===== config.mk =====
export PLATFORM = sky130hd
export DESIGN_NAME = plug_resp
export DESIGN_NICKNAME = d
export VERILOG_FILES = /design/src/hdl/plug_status_block.v /design/src/hdl/plug_resp.v
export VERILOG_INCLUDE_DIRS = /design/src /design/src/hdl
export SDC_FILE = /design/constraint.sdc
export NUM_CORES = 1
export LEC_CHECK = 0
export BUFFER_PORTS_ARGS = -buffer_cell sky130_fd_sc_hd__buf_2
export CELL_PAD_IN_SITES_DETAIL_PLACEMENT = 2
export CELL_PAD_IN_SITES_GLOBAL_PLACEMENT = 2
export CORE_UTILIZATION = 35
export DETAILED_ROUTE_END_ITERATION = 8
export PLACE_DENSITY_LB_ADDON = 0.1
export SLEW_MARGIN = 20
export SYNTH_ARGS = -nofsm -noshare
export SYNTH_HDL_FRONTEND = slang
export SYNTH_SLANG_ARGS = --single-unit

===== constraint.sdc =====
create_clock -name clk -period 11.1 [get_ports clk]
set_input_delay 1.11 -clock clk [delete_from_list [all_inputs] [get_ports clk]]
set_output_delay 1.11 -clock clk [all_outputs]
set_load 0.03 [all_outputs]

===== src/hdl/plug_resp_regs.vh =====
// constants for the cable-plug mode and status responder
// assumes messages arrive already decoded by a PD protocol layer
// Functional notes
// - Discover Modes reply echoes the SVID taken from the request.
// - Discover Modes reply announces four objects: VDM header, three modes.
// - A Get_Status addressed to the plug always gets a Status reply.
// - Status over SOP'/SOP" reports the plug's own condition only.
// - Status uses extended header, data size 2: temperature then flags.
// - Temperature byte: 0 unsupported, 1 below 2 C, 2..255 degrees C.
// - Flags bit 0 is thermal shutdown; bits 1 to 7 are zero.
`ifndef PLUG_RESP_REGS_VH
`define PLUG_RESP_REGS_VH

// =====================================================================
// framing and message codes
`define SOP_TYPE_SOP 2'h0
`define SOP_TYPE_SOP_P 2'h1
`define SOP_TYPE_SOP_PP 2'h2
`define MSG_GET_STATUS 5'h12
`define MSG_STATUS 5'h02
`define MSG_VENDOR 5'h0f
`define VDM_CMD_DISC_MODES 5'h03
`define VDM_CMD_TYPE_ACK 2'h1
`define VDM_STRUCT_BIT 15

// =====================================================================
// reply layout
`define MODES_NUM_OBJ 3'h4
`define MODES_WORDS 3'h4
`define STATUS_DATA_SIZE 9'h002
`define STATUS_WORDS 3'h2
`define NO_DATA_OBJ 3'h0
`define NO_DATA_SIZE 9'h000
`define TEMP_UNSUPPORTED 8'h00
`define TEMP_BELOW_TWO 8'h01
`define TEMP_MIN_DIRECT 8'h02
`define FLAG_SHUTDOWN_BIT 0

// =====================================================================
// reset values
`define MODE_OBJ_RESET 32'h00000000
`define MSG_RESET 5'h00
`define IDX_RESET 3'h0

`endif


===== src/hdl/plug_status_block.v =====
// builds the two-byte status data block of the plug
// assumes temp_c is the plug's signed sensor reading in whole degrees
`timescale 1ns/1ps
`include "plug_resp_regs.vh"

module plug_status_block (
    input wire temp_valid,
    input wire [8:0] temp_c,
    input wire shutdown,
    output reg [7:0] temp_byte,
    output wire [7:0] flags_byte
);

    // negative or small readings fold into the "below 2" code
    always @* begin
        if (!temp_valid) begin
            temp_byte = `TEMP_UNSUPPORTED;
        end else if (temp_c[8] || temp_c[7:0] < `TEMP_MIN_DIRECT) begin
            temp_byte = `TEMP_BELOW_TWO;
        end else begin
            temp_byte = temp_c[7:0];
        end
    end

    assign flags_byte = {7'h00, shutdown};

endmodule


===== src/hdl/plug_resp.v =====
// cable-plug responder for Discover Modes and Get_Status
// assumes a protocol layer delivering one decoded request per pulse
// and taking reply words one at a time with valid/ready
`timescale 1ns/1ps
`include "plug_resp_regs.vh"

module plug_resp (
    input wire clk,
    input wire rst,
    input wire req_valid,
    input wire [1:0] req_sop,
    input wire req_ext,
    input wire [4:0] req_msg,
    input wire [31:0] req_vdm_hdr,
    output wire req_ready,
    input wire [31:0] mode1_vdo,
    input wire [31:0] mode2_vdo,
    input wire [31:0] mode3_vdo,
    input wire temp_valid,
    input wire [8:0] temp_c,
    input wire shutdown,
    output reg rsp_valid,
    output reg [1:0] rsp_sop,
    output reg rsp_ext,
    output reg [4:0] rsp_msg,
    output reg [2:0] rsp_num_obj,
    output reg [8:0] rsp_data_size,
    output reg [31:0] rsp_word,
    output reg rsp_last,
    input wire rsp_ready
);

    // =================================================================
    // state and storage
    localparam ST_IDLE = 1'b0;
    localparam ST_SEND = 1'b1;

    reg state_q;
    reg state_d;
    reg [2:0] idx_q;
    reg [2:0] idx_d;
    reg [2:0] total_q;
    reg [2:0] total_d;
    wire [31:0] load_word [0:3];
    wire [31:0] buf_word [0:3];
    wire [31:0] modes_hdr;
    wire [31:0] status_ext;
    wire [31:0] status_sdb;
    wire [31:0] next_word;
    wire [2:0] last_idx;
    wire [7:0] temp_byte;
    wire [7:0] flags_byte;
    wire addr_plug;
    wire is_vdm;
    wire is_disc_modes;
    wire is_modes;
    wire is_status;
    wire accept;
    wire word_taken;
    wire last_taken;
    genvar g;

    // =================================================================
    // plug condition
    // the temperature code is worked out here so the sequencer only
    // has to latch bytes
    plug_status_block u_status (
        .temp_valid(temp_valid),
        .temp_c(temp_c),
        .shutdown(shutdown),
        .temp_byte(temp_byte),
        .flags_byte(flags_byte)
    );

    // =================================================================
    // request decode
    // only the plug's own framings are answered; sop traffic is meant
    // for the port partner and is dropped
    assign addr_plug = (req_sop == `SOP_TYPE_SOP_P) ||
                       (req_sop == `SOP_TYPE_SOP_PP);
    assign is_vdm = !req_ext && (req_msg == `MSG_VENDOR);
    assign is_disc_modes = req_vdm_hdr[`VDM_STRUCT_BIT] &&
                           (req_vdm_hdr[4:0] == `VDM_CMD_DISC_MODES);
    assign is_modes = is_vdm && is_disc_modes;
    assign is_status = !req_ext && (req_msg == `MSG_GET_STATUS);
    // unmatched requests are still taken, so a stray message never
    // stalls the request side
    assign req_ready = (state_q == ST_IDLE);
    assign accept = req_valid && req_ready && addr_plug &&
                    (is_modes || is_status);

    // =================================================================
    // reply words
    // svid, structured bit, version and position return as received;
    // bit 7 clears and the command type turns into ack
    assign modes_hdr = {req_vdm_hdr[31:8], 1'b0, `VDM_CMD_TYPE_ACK,
                        `VDM_CMD_DISC_MODES};
    // status word 0 carries only the extended-header data size
    assign status_ext = {23'h000000, `STATUS_DATA_SIZE};
    // built from the plug's own sensor whatever the framing, since the
    // plug has no view of the port partner
    assign status_sdb = {16'h0000, flags_byte, temp_byte};
    assign load_word[0] = is_modes ? modes_hdr : status_ext;
    assign load_word[1] = is_modes ? mode1_vdo : status_sdb;
    assign load_word[2] = is_modes ? mode2_vdo : `MODE_OBJ_RESET;
    assign load_word[3] = is_modes ? mode3_vdo : `MODE_OBJ_RESET;

    // =================================================================
    // reply buffer, one word of flip-flops per entry
    // loaded whole at acceptance, so later input changes cannot leak
    // into a reply already under way
    generate
        for (g = 0; g < 4; g = g + 1) begin : g_buf
            reg [31:0] word_q;
            always @(posedge clk or posedge rst) begin
                if (rst) begin
                    word_q <= `MODE_OBJ_RESET;
                end else if (accept) begin
                    word_q <= load_word[g];
                end
            end
            assign buf_word[g] = word_q;
        end
    endgenerate

    // =================================================================
    // reply sequencer
    // idx_q points at the buffer entry that goes out next
    assign word_taken = rsp_valid && rsp_ready;
    assign last_taken = word_taken && rsp_last;
    assign last_idx = total_q - 3'h1;
    assign next_word = buf_word[idx_q[1:0]];

    always @* begin
        state_d = state_q;
        idx_d = idx_q;
        total_d = total_q;
        case (state_q)
            ST_IDLE: begin
                if (accept) begin
                    state_d = ST_SEND;
                    idx_d = 3'h1;
                    if (is_modes) begin
                        total_d = `MODES_WORDS;
                    end else begin
                        total_d = `STATUS_WORDS;
                    end
                end
            end
            ST_SEND: begin
                if (last_taken) begin
                    state_d = ST_IDLE;
                end else if (word_taken) begin
                    idx_d = idx_q + 3'h1;
                end
            end
            // unreachable with a one-bit state, kept as a safe exit
            default: begin
                state_d = ST_IDLE;
                idx_d = `IDX_RESET;
            end
        endcase
    end

    always @(posedge clk or posedge rst) begin
        if (rst) begin
            state_q <= ST_IDLE;
            idx_q <= `IDX_RESET;
            total_q <= `IDX_RESET;
        end else begin
            state_q <= state_d;
            idx_q <= idx_d;
            total_q <= total_d;
        end
    end

    // =================================================================
    // reply header fields, fixed for the whole reply
    // ignored by the consumer while rsp_valid is low
    always @(posedge clk or posedge rst) begin
        if (rst) begin
            rsp_sop <= `SOP_TYPE_SOP;
            rsp_ext <= 1'b0;
            rsp_msg <= `MSG_RESET;
            rsp_num_obj <= `NO_DATA_OBJ;
            rsp_data_size <= `NO_DATA_SIZE;
        end else if (accept) begin
            rsp_sop <= req_sop;
            if (is_modes) begin
                rsp_ext <= 1'b0;
                rsp_msg <= `MSG_VENDOR;
                rsp_num_obj <= `MODES_NUM_OBJ;
                rsp_data_size <= `NO_DATA_SIZE;
            end else begin
                rsp_ext <= 1'b1;
                rsp_msg <= `MSG_STATUS;
                rsp_num_obj <= `NO_DATA_OBJ;
                rsp_data_size <= `STATUS_DATA_SIZE;
            end
        end
    end

    // =================================================================
    // word stream towards the protocol layer
    // rsp_last rides with the final word so the consumer needs no count;
    // a stalled consumer simply holds the current word in place
    always @(posedge clk or posedge rst) begin
        if (rst) begin
            rsp_valid <= 1'b0;
            rsp_word <= `MODE_OBJ_RESET;
            rsp_last <= 1'b0;
        end else if (accept) begin
            rsp_valid <= 1'b1;
            rsp_word <= load_word[0];
            rsp_last <= 1'b0;
        end else if (last_taken) begin
            rsp_valid <= 1'b0;
            rsp_last <= 1'b0;
        end else if (word_taken) begin
            rsp_word <= next_word;
            rsp_last <= (idx_q == last_idx);
        end
    end

endmodule


==> flow_metrics.py, run 1 <==
metrics = {
    "timing": {
        "clock-skew-final_ns": 0.00883,
        "final_max_slew_viol_count": 0,
        "setup_violating_endpoint_count_in_the_final_report": 0,
        "worst_slew_margin_rel": 0.360,
        "timing.setup.tns_ns": 0,
        "maxClockFrequency_mhz": 295,
        "final_period_minus_worst_setup_slack_ns": 3.39,
        "tightestPinTransition_ns": 0.958,
        "final.setup.worst_slack_ns": 7.71,
        "grt_setup_unrepaired": "false",
        "timing.final.crit_share": 0.306,
        "timing.hold.ws_ns": 0.499,
        "finalHoldViolations": 0,
    },
    "power_and_ir_drop": {
        "total_switching_power_uw": 350,
        "power-per-cell-area_nw_per_um2": 145,
        "clkPwrFrac": 0.441,
        "vdd.ir_drop.worst_uv": 98.8,
        "share_of_power_burned_in_registers": 0.470,
        "share_comb_of_total_power": 0.089,
        "internal_power_uw": 977,
        "total_leakage_power_nw": 4.73,
        "p_sw_frac": 0.264,
        "power.total_mw": 1.33,
    },
    "layout": {
        "finish.instance_area_um2": 9150,
        "finalNetCount": 914,
        "fin_cells": 1051,
        "finalCoreUtilization": 0.434,
        "post_route_cells_drive_above_1_share": 0.365,
        "area_delta_synth_final_pct": 20.8,
    },
    "global_routing": {
        "antenna_found_initial": 2,
        "grt_pass1_wl_mm": 37.7,
        "globalRouteOverflowTotal": 0,
        "largest_net_degree_at_the_start_of_global_routing": 90,
        "vias_in_the_first_global_route": 6462,
        "globalRouteTotalUtil": 0.227,
    },
    "yosys": {
        "async_reset_ff_frac": 1.00,
        "yosysWarnings": 0,
        "postSynthCellCount": 601,
        "synth_simple_gate_area_frac": 0.0709,
        "synth-adder-area-share": 0.00165,
        "synth.yosys.seq_area_share": 0.545,
        "postSynthRegisterBits": 165,
        "avg_cell_area_syn_um2": 12.6,
        "count_of_flip_flops_with_a_built_in_enable_after_synthesis": 0,
        "largest_family_of_logic_cells_by_synthesized_area": "compound AO/OA/AOI/OAI gates",
        "ys.flop_type": "sky130_fd_sc_hd__dfrtp_1",
        "synth_compound_area_frac": 0.211,
        "synth_cell_types": 56,
        "synth_area_um2": 7570,
        "synth-xor-area-share": 0.00347,
        "synth_mux_area_frac": 0.0919,
    },
    "detailed_routing": {
        "starting_drt_drc_count": 225,
        "met2_length_mm": 12.2,
        "met1_length_mm": 10.5,
        "detailroute.wirelength.met3_mm": 1.23,
        "total_wire_length_after_detailed_routing_mm": 24.3,
        "drc": 0,
        "detail_route.vias_per_cell": 5.53,
        "post_drt_wl_per_cell_um": 23.1,
        "dr.max_layer_used": "met4",
        "via_count": 5816,
        "first_pass_iters": 6,
        "antenna_violating_nets_post_route": 0,
    },
    "clock_tree": {
        "postCtsSetupRepairBufs": 0,
        "cts_resized": 0,
        "clk_root_buffer_cell": "sky130_fd_sc_hd__clkbuf_16",
        "insertion_delay_ns": 0.43,
        "number_of_hold_buffers_added_after_cts": 0,
        "htree_levels": 4,
        "cts_buffers": 17,
        "cts.path.max_buffers": 2,
        "clkSlewWorstSetupHoldPaths_ns": 0.07,
        "cts_num_sinks": 165,
        "clock_tree_from_tritoncts": "built",
    },
    "die": {
        "start_util": 0.359,
        "io_pins": 206,
        "floorplan.core_area_um2": 21100,
        "rows": 53,
        "floorplan.die_area_um2": 22200,
        "die_height_um": 149,
        "die_width_um": 149,
    },
    "place": {
        "placed_cell_area_um2": 8570,
        "place_ws_ns": 7.22,
        "portBuffers": 191,
        "placed_instance_count": 1018,
        "gpl.final_weighted_congestion": 0.773,
        "place_hpwl_mm": 15.8,
    },
    "worst_setup_path": {
        "regToRegEndpoint": "g_buf[1].word_q[23]",
        "cp.required_ns": 11.46,
        "critPathBufInv": 2,
        "cp-end-kind": "flop",
        "worstPathCellList": "buf_2 > and4bb_2 > nand3_1 > nor2_4 > buf_4 > a22o_1",
        "critical-path-max-stage-delay_ns": 0.84,
        "critical_path_stages": 6,
        "critPathSlowestCell": "sky130_fd_sc_hd__nor2_4",
        "reg2reg_slack_ns": 8.15,
        "setup.worst_path.start": "req_vdm_hdr[3]",
        "reg2reg_depth": 5,
        "timing.critical_path.arrival_ns": 3.75,
        "path_max_fanout": 59,
        "path_delay_family": "simple AND/OR/NAND/NOR gates",
        "rr_startpoint": "state_q",
        "critPathLaunchType": "input pin",
        "criticalPathCategory": "in2reg",
    },
    "job": {
        "maxCapViolations": 0,
    },
    "min_path": {
        "min-delay-start": "rsp_sop[1]",
        "timing.hold.worst.class": "reg2reg",
        "hold-path-endpoint": "rsp_sop[1]",
        "holdPathStages": 1,
    },
    "run_status": {
        "outcome": "finished clean",
    },
}
-- area by class of cell --
class                           count  area, um^2
Fill cell                        2181       11900
Sequential cell                   165        4130
Multi-Input combinational cell    344        2930
Timing Repair Buffer              203        1050
Clock buffer                       17         425
Tap cell                          275         344
Clock inverter                     15         145
Inverter                           31         121
Antenna cell                        1        2.50
-- power by group through the flow --
stage                     logic, mW  clock network (mW)  registers, mW
after detailed placement      0.119                   0          0.635
after global routing          0.127               0.621          0.625
final                         0.118               0.586          0.624
after CTS                     0.120               0.603          0.624
after floorplan              0.0537                   0          0.650
after global placement        0.116                   0          0.635
-- per-layer routing --
metal / track usage / vias up
li1: - / 2559
met1: 0.294 / 3059
met2: 0.379 / 169
met3: 0.0526 / 29
met4: 0.0638 / 0
met5: 0 / -
-- Yosys cell counts, drive strengths merged, types with 3 or more instances --
master / n / area [um^2]
inv: 31 / 116
o21ai: 28 / 144
a221o: 7 / 70.1
nand2: 5 / 21.3
nor2: 35 / 139
a21oi: 3 / 18.8
a211o: 22 / 193
nor3: 10 / 50.1
mux2: 6 / 67.6
a221oi: 5 / 43.8
nand2b: 3 / 18.8
a22o: 87 / 762
and3: 5 / 31.3
clkbuf: 8 / 30.0
mux4: 27 / 608
a21o: 7 / 52.6
buf: 63 / 425
a2bb2oi: 22 / 193
nor2b: 4 / 25.0
nand3: 28 / 140
dfrtp: 165 / 4130
-- cells by family (layout without fill, tap and decap cells) --
| group | count (synthesis) | after routing |
|---|---|---|
| simple gates | 101 | 101 |
| flops | 165 | 165 |
| xor+xnor | 3 | 3 |
| buf+inv | 102 | 266 |
| other cells | 1 | 12 |
| compound gates | 193 | 193 |
| fa+ha+maj | 1 | 1 |
| mux | 35 | 35 |
-- sequential cells by signal, summed over array words and instances, names as in the netlist --
signal,cells
g_buf.word_q,120
rsp_word,32
idx_q,3
rsp_msg,2
rsp_sop,2
total_q,2
rsp_data_size,1
rsp_last,1
rsp_valid,1
state_q,1
-- placed cells by master, fill, tap and decap left out, types with 3 or more instances in the layout --
| master | instances |
|---|---|
| sky130_fd_sc_hd__a211o_1 | 22 |
| sky130_fd_sc_hd__a21o_1 | 7 |
| sky130_fd_sc_hd__a221o_1 | 7 |
| sky130_fd_sc_hd__a221oi_1 | 5 |
| sky130_fd_sc_hd__a22o_1 | 87 |
| sky130_fd_sc_hd__a2bb2oi_1 | 22 |
| sky130_fd_sc_hd__and3_1 | 4 |
| sky130_fd_sc_hd__buf_2 | 191 |
| sky130_fd_sc_hd__buf_4 | 11 |
| sky130_fd_sc_hd__clkbuf_16 | 17 |
| sky130_fd_sc_hd__clkinv_4 | 3 |
| sky130_fd_sc_hd__conb_1 | 11 |
| sky130_fd_sc_hd__dfrtp_1 | 163 |
| sky130_fd_sc_hd__inv_1 | 30 |
| sky130_fd_sc_hd__inv_6 | 7 |
| sky130_fd_sc_hd__mux2_2 | 5 |
| sky130_fd_sc_hd__mux4_2 | 27 |
| sky130_fd_sc_hd__nand2_1 | 4 |
| sky130_fd_sc_hd__nand2b_1 | 3 |
| sky130_fd_sc_hd__nand3_1 | 28 |
| sky130_fd_sc_hd__nor2_1 | 34 |
| sky130_fd_sc_hd__nor2b_1 | 4 |
| sky130_fd_sc_hd__nor3_1 | 10 |
| sky130_fd_sc_hd__o21ai_0 | 27 |
-- worst register-to-register path, delay by kind of cell (launching register included) --
family | cells | cell delay, ns
simple gates | 3 | 1.41
flops | 1 | 0.44
buf+inv | 1 | 0.71
compound gates | 1 | 0.33
-- worst max path at each step --
| stage | to | slack [ns] |
|---|---|---|
| after detailed placement | g_buf[1].word_q[3] | 7.22 |
| after floorplan | g_buf[0].word_q[10] | 5.53 |
| after CTS | g_buf[1].word_q[3] | 7.70 |
| after global placement | g_buf[1].word_q[3] | 7.35 |
| final | g_buf[1].word_q[23] | 7.71 |
| after global routing | g_buf[1].word_q[23] | 7.58 |
No activity file was read; power rests on OpenSTA's default activity.
==> run 2: changes to the inputs <==
Settings changed: CORE_UTILIZATION 35 to 34.
Clock period 11.1 ns to 3.3 ns, I/O delays scaled along.
==> run 2 against run 1 <==
Effect of this change: critical path depth fell by 1; via count rose by 0.29%; core utilization fell by 0.95 points; critical endpoint is now rsp_word[11]; sequential share of layout area fell by 0.55 points; die area rose by 2.9%; register-to-register slack got worse by 7.3 ns; final cell count rose by 0.95%; count of clock-buffer cells in the layout did not move; first-iteration DRC count rose by 21%; clock skew rose by 0.0073 ns.
==> flow_metrics.py, run 2 (synthesized netlist as in run 1, its figures left out) <==
metrics = {
    "run_status": {
        "outcome": "finished clean",
    },
    "power_and_ir_drop": {
        "total_leakage_power_nw": 4.78,
        "vdd.ir_drop.worst_uv": 233,
        "power-per-cell-area_nw_per_um2": 487,
    },
    "timing": {
        "clock-skew-final_ns": 0.0162,
        "timing.setup.tns_ns": 0,
        "finalHoldViolations": 0,
        "timing.final.crit_share": 0.733,
        "worst_slew_margin_rel": 0.360,
        "maxClockFrequency_mhz": 413,
        "final_max_slew_viol_count": 0,
        "setup_violating_endpoint_count_in_the_final_report": 0,
        "tightestPinTransition_ns": 0.957,
        "grt_setup_unrepaired": "false",
        "final_period_minus_worst_setup_slack_ns": 2.42,
    },
    "clock_tree": {
        "cts_buffers": 17,
        "clock_tree_from_tritoncts": "built",
        "cts_num_sinks": 165,
        "insertion_delay_ns": 0.43,
        "cts.path.max_buffers": 2,
        "cts_resized": 0,
        "clk_root_buffer_cell": "sky130_fd_sc_hd__clkbuf_16",
        "htree_levels": 4,
        "clkSlewWorstSetupHoldPaths_ns": 0.08,
    },
    "layout": {
        "area_delta_synth_final_pct": 22.3,
        "largest_register": "g_buf.word_q",
        "top_library_cells_by_usage_in_the_layout_fill_and_taps_aside": "sky130_fd_sc_hd__buf_2 (191), sky130_fd_sc_hd__dfrtp_1 (163), sky130_fd_sc_hd__a22o_1 (87)",
        "largest_register_ffs": 120,
        "finalCoreUtilization": 0.424,
        "n_fill_cell": 2279,
        "finalNetCount": 918,
        "layout_commonest_cell": "sky130_fd_sc_hd__buf_2",
        "largestRegisters": "g_buf.word_q: 120 flops, rsp_word: 32 flops, idx_q: 3 flops",
        "post_route_cells_drive_above_1_share": 0.367,
    },
    "die": {
        "rows": 54,
        "start_util": 0.347,
        "floorplan.die_area_um2": 22900,
        "die_width_um": 151,
        "floorplan.core_area_um2": 21800,
        "io_pins": 206,
        "die_height_um": 151,
    },
    "detailed_routing": {
        "via_count": 5833,
        "detail_route.vias_per_cell": 5.50,
        "starting_drt_drc_count": 273,
        "total_wire_length_after_detailed_routing_mm": 24.6,
        "drc": 0,
        "first_pass_iters": 4,
        "post_drt_wl_per_cell_um": 23.1,
        "antenna_violating_nets_post_route": 0,
    },
    "worst_setup_path": {
        "cp-end-kind": "flop",
        "path_max_fanout": 15,
        "critical-path-max-stage-delay_ns": 0.82,
        "cp.required_ns": 3.64,
        "critPathLaunchType": "flop",
        "worstPathCellList": "nor2b_1 > nand2_2 > o211ai_2 > buf_4 > a2bb2oi_1",
        "criticalPathCategory": "reg2reg",
        "critPathSlowestCell": "sky130_fd_sc_hd__o211ai_2",
        "timing.critical_path.arrival_ns": 2.76,
    },
    "global_routing": {
        "grt_pass1_wl_mm": 38.4,
        "use_met2": 0.386,
        "met3_track_utilization_from_global_routing": 0.0401,
        "largest_net_degree_at_the_start_of_global_routing": 103,
        "antenna_found_initial": 3,
        "globalRouteTotalUtil": 0.225,
        "met1_usage": 0.292,
        "vias_in_the_first_global_route": 6610,
        "globalRouteOverflowTotal": 0,
        "global_route.peak_usage_layer": "met2",
    },
    "place": {
        "gpl.final_weighted_congestion": 0.734,
        "portBuffers": 191,
        "place_hpwl_mm": 16.2,
    },
    "min_path": {
        "timing.hold.worst.class": "in2reg",
    },
    "job": {
        "maxCapViolations": 0,
    },
}
-- run 2: layout make-up --
cell class	count	area, um^2	area share
diodes	2	5.00	0.000540
well taps	280	350	0.0378
flip-flops and latches	165	4130	0.446
multi-input cells	344	2930	0.316
clock inverters	15	159	0.0172
inverters	31	120	0.0130
clock buffers	17	425	0.0459
repair buffers	207	1140	0.123
-- run 2: metal layers --
| layer | up-vias | part of all wire |
|---|---|---|
| met5 | - | 0.0011 |
| met4 | 4 | 0.0092 |
| met3 | 24 | 0.044 |
| met2 | 149 | 0.51 |
| met1 | 3081 | 0.44 |
| li1 | 2575 | - |
-- run 2: power breakdown --
part,internal (mW),switching (mW)
Sequential,2.06,0.0346
Combinational,0.179,0.238
Clock,1.08,0.926
-- run 2: worst paths after layout --
path / start / to / slack (ns) / cells after the start
worst min-delay path: mode3_vdo[26] / g_buf[3].word_q[26] / 0.11 / 2
worst min register to register: g_buf[0].word_q[8] / g_buf[0].word_q[8] / 0.48 / 1
max in group asynchronous: rst / idx_q[0] / 2.01 / 5
min in group asynchronous: rst / g_buf[3].word_q[17] / 0.42 / 3
worst max-delay path: state_q / rsp_word[11] / 0.88 / 5
worst max register to register: state_q / rsp_word[11] / 0.88 / 5
-- run 2: metrics by stage --
| stage | instances | hold slack, ns | setup slack [ns] | area [um^2] | power [mW] |
|---|---|---|---|---|---|
| after floorplan | 611 | 0.445 | 0.871 | 7610 | 2.37 |
| after global placement | 1025 | 0.458 | 0.730 | 8640 | 2.54 |
| after detailed placement | 1025 | 0.466 | 0.633 | 8640 | 2.55 |
| after CTS | 1057 | 0.0961 | 0.793 | 9230 | 4.58 |
| after global routing | 1059 | 0.101 | 0.618 | 9260 | 4.69 |
| final | 1061 | 0.113 | 0.881 | 9260 | 4.51 |
-- run 2: critical path, delay by kind of cell, from the launching register on --
family	cells	cell delay [ns]
flops	1	0.44
compound gates	2	1.01
simple gates	2	0.56
buf+inv	1	0.32
-- run 2: what timing repair did --
item / 4_1_cts / 5_1_grt
setup endpoints to repair: 0 / 0
hold endpoints to repair: 0 / 10
hold buffers: 0 / 1
setup buffers: 0 / 0
==> run 3: changes to the inputs <==
Clock period 3.3 ns to 2.35 ns, I/O delays scaled along.
==> run 3 against run 2 <==
Effect of this change: sequential power grew 41%; fmax up 20%; hold slack got worse by 0.090 ns; core utilization rose by 0.52 points; register-to-register slack got worse by 0.55 ns; power increased by 39%; cell area grew 1.2%; largest power group unchanged; non-clock buffer count is 10 higher; critical endpoint is now rsp_word[23]; routed wire length decreased by 0.92%.
==> flow_metrics.py, run 3 (synthesized netlist as in run 1, its figures left out) <==
metrics = {
    "timing": {
        "final.setup.worst_slack_ns": 0.329,
        "final_max_slew_viol_count": 0,
        "tightestPinTransition_ns": 0.599,
        "grt_setup_unrepaired": "false",
        "final_period_minus_worst_setup_slack_ns": 2.02,
        "timing.final.crit_share": 0.860,
        "finalHoldViolations": 0,
        "setup_violating_endpoint_count_in_the_final_report": 0,
        "clock-skew-final_ns": 0.00922,
        "worst_slew_margin_rel": 0.601,
        "timing.setup.tns_ns": 0,
        "maxClockFrequency_mhz": 495,
    },
    "layout": {
        "multi_input_logic_area_um2": 2930,
        "largest_register": "g_buf.word_q",
        "n_fill_cell": 2250,
        "layout_commonest_cell": "sky130_fd_sc_hd__buf_2",
        "post_route_cells_drive_above_1_share": 0.371,
        "area_delta_synth_final_pct": 23.8,
        "largestRegisters": "g_buf.word_q: 120 flops, rsp_word: 32 flops, idx_q: 3 flops",
        "finalNetCount": 928,
        "sequential_cell_area_um2": 4130,
        "fin_cells": 1072,
        "largest_register_ffs": 120,
        "top_library_cells_by_usage_in_the_layout_fill_and_taps_aside": "sky130_fd_sc_hd__buf_2 (191), sky130_fd_sc_hd__dfrtp_1 (163), sky130_fd_sc_hd__a22o_1 (87)",
    },
    "clock_tree": {
        "cts.path.max_buffers": 2,
        "cts_num_sinks": 165,
        "number_of_hold_buffers_added_after_cts": 3,
        "htree_levels": 4,
        "postCtsSetupRepairBufs": 0,
        "insertion_delay_ns": 0.44,
        "clk_root_buffer_cell": "sky130_fd_sc_hd__clkbuf_16",
        "cts_buffers": 17,
        "cts_resized": 0,
        "clkSlewWorstSetupHoldPaths_ns": 0.07,
        "clock_tree_from_tritoncts": "built",
    },
    "global_routing": {
        "antenna_found_initial": 4,
        "vias_in_the_first_global_route": 6626,
        "grt_pass1_wl_mm": 37.9,
        "largest_net_degree_at_the_start_of_global_routing": 96,
        "globalRouteTotalUtil": 0.223,
        "globalRouteOverflowTotal": 0,
    },
    "detailed_routing": {
        "starting_drt_drc_count": 250,
        "post_drt_wl_per_cell_um": 22.7,
        "first_pass_iters": 4,
        "drc": 0,
        "total_wire_length_after_detailed_routing_mm": 24.3,
        "via_count": 5880,
        "antenna_violating_nets_post_route": 0,
        "detail_route.vias_per_cell": 5.49,
    },
    "power_and_ir_drop": {
        "total_leakage_power_nw": 4.82,
        "power-per-cell-area_nw_per_um2": 670,
        "vdd.ir_drop.worst_uv": 425,
    },
    "worst_setup_path": {
        "critPathLaunchType": "flop",
        "cp-end-kind": "flop",
        "timing.critical_path.arrival_ns": 2.33,
        "criticalPathCategory": "reg2reg",
        "cp.required_ns": 2.66,
        "path_max_fanout": 13,
    },
    "die": {
        "start_util": 0.347,
        "die_height_um": 151,
        "floorplan.core_area_um2": 21800,
        "floorplan.die_area_um2": 22900,
        "rows": 54,
        "die_width_um": 151,
        "io_pins": 206,
    },
    "place": {
        "place_ws_ns": 0.322,
        "place_hpwl_mm": 16.6,
        "gpl.final_weighted_congestion": 0.764,
        "portBuffers": 191,
        "placed_instance_count": 1034,
    },
    "min_path": {
        "timing.hold.worst.class": "in2reg",
    },
    "run_status": {
        "outcome": "finished clean",
    },
    "job": {
        "maxCapViolations": 0,
    },
}
-- run 3: cell count changes in the layout (fill, tap and decap cells not counted) --
cell,previous run,this run
sky130_fd_sc_hd__buf_12,5,8
sky130_fd_sc_hd__buf_4,10,15
sky130_fd_sc_hd__clkbuf_1,0,1
sky130_fd_sc_hd__clkbuf_8,0,2
sky130_fd_sc_hd__clkinv_4,1,2
sky130_fd_sc_hd__clkinvlp_4,3,5
sky130_fd_sc_hd__diode_2,2,3
sky130_fd_sc_hd__dlygate4sd3_1,1,3
sky130_fd_sc_hd__inv_6,5,3
sky130_fd_sc_hd__inv_8,5,1
-- run 3: path summary, 6_finish.rpt --
path | start | end | slack [ns] | cells past startpoint
worst max-delay path | idx_q[0] | rsp_word[23] | 0.33 | 5
min in group asynchronous | rst | g_buf[2].word_q[17] | 0.49 | 4
worst max register to register | idx_q[0] | rsp_word[23] | 0.33 | 5
max in group asynchronous | rst | idx_q[1] | 1.37 | 4
worst min-delay path | mode1_vdo[19] | g_buf[1].word_q[19] | 0.02 | 2
worst min register to register | rsp_word[8] | rsp_word[8] | 0.50 | 1
-- run 3: metal layers --
metal  vias up  GRT usage  wire length, um
met2       160      0.373            12000
met3        27     0.0485             1180
met4         4     0.0620              348
met1      3091      0.288            10700
li1       2598          -                -
met5         -          0               27
-- run 3: cell type report --
cell class,instances,share of cell area
diodes,3,0.000801
clock inverters,12,0.0128
multi-input cells,344,0.312
flip-flops and latches,165,0.441
repair buffers,217,0.134
well taps,280,0.0374
clock buffers,20,0.0487
inverters,31,0.0128
-- run 3: power by group --
part           internal, mW  total, mW  switching [mW]
logic                 0.255      0.584           0.329
clock network          1.53       2.75            1.22
registers              2.89       2.94          0.0519
-- run 3: stage by stage --
step / util / power (mW) / area [um^2] / hold slack, ns
after floorplan: - / 3.33 / 7610 / 0.362
after global placement: 0.401 / 3.57 / 8760 / 0.407
after detailed placement: 0.401 / 3.59 / 8760 / 0.412
after CTS: 0.429 / 6.37 / 9370 / 0.00131
after global routing: 0.429 / 6.50 / 9370 / 0.0139
final: 0.429 / 6.28 / 9370 / 0.0228
-- run 3: worst max-delay path, cell delays in order (launching register included) --
cell and delay [ns]:
sky130_fd_sc_hd__dfrtp_2 0.75, sky130_fd_sc_hd__buf_4 0.30, sky130_fd_sc_hd__mux4_2 0.51, sky130_fd_sc_hd__nor2_1 0.11, sky130_fd_sc_hd__a211o_1 0.13, sky130_fd_sc_hd__a2bb2oi_1 0.09
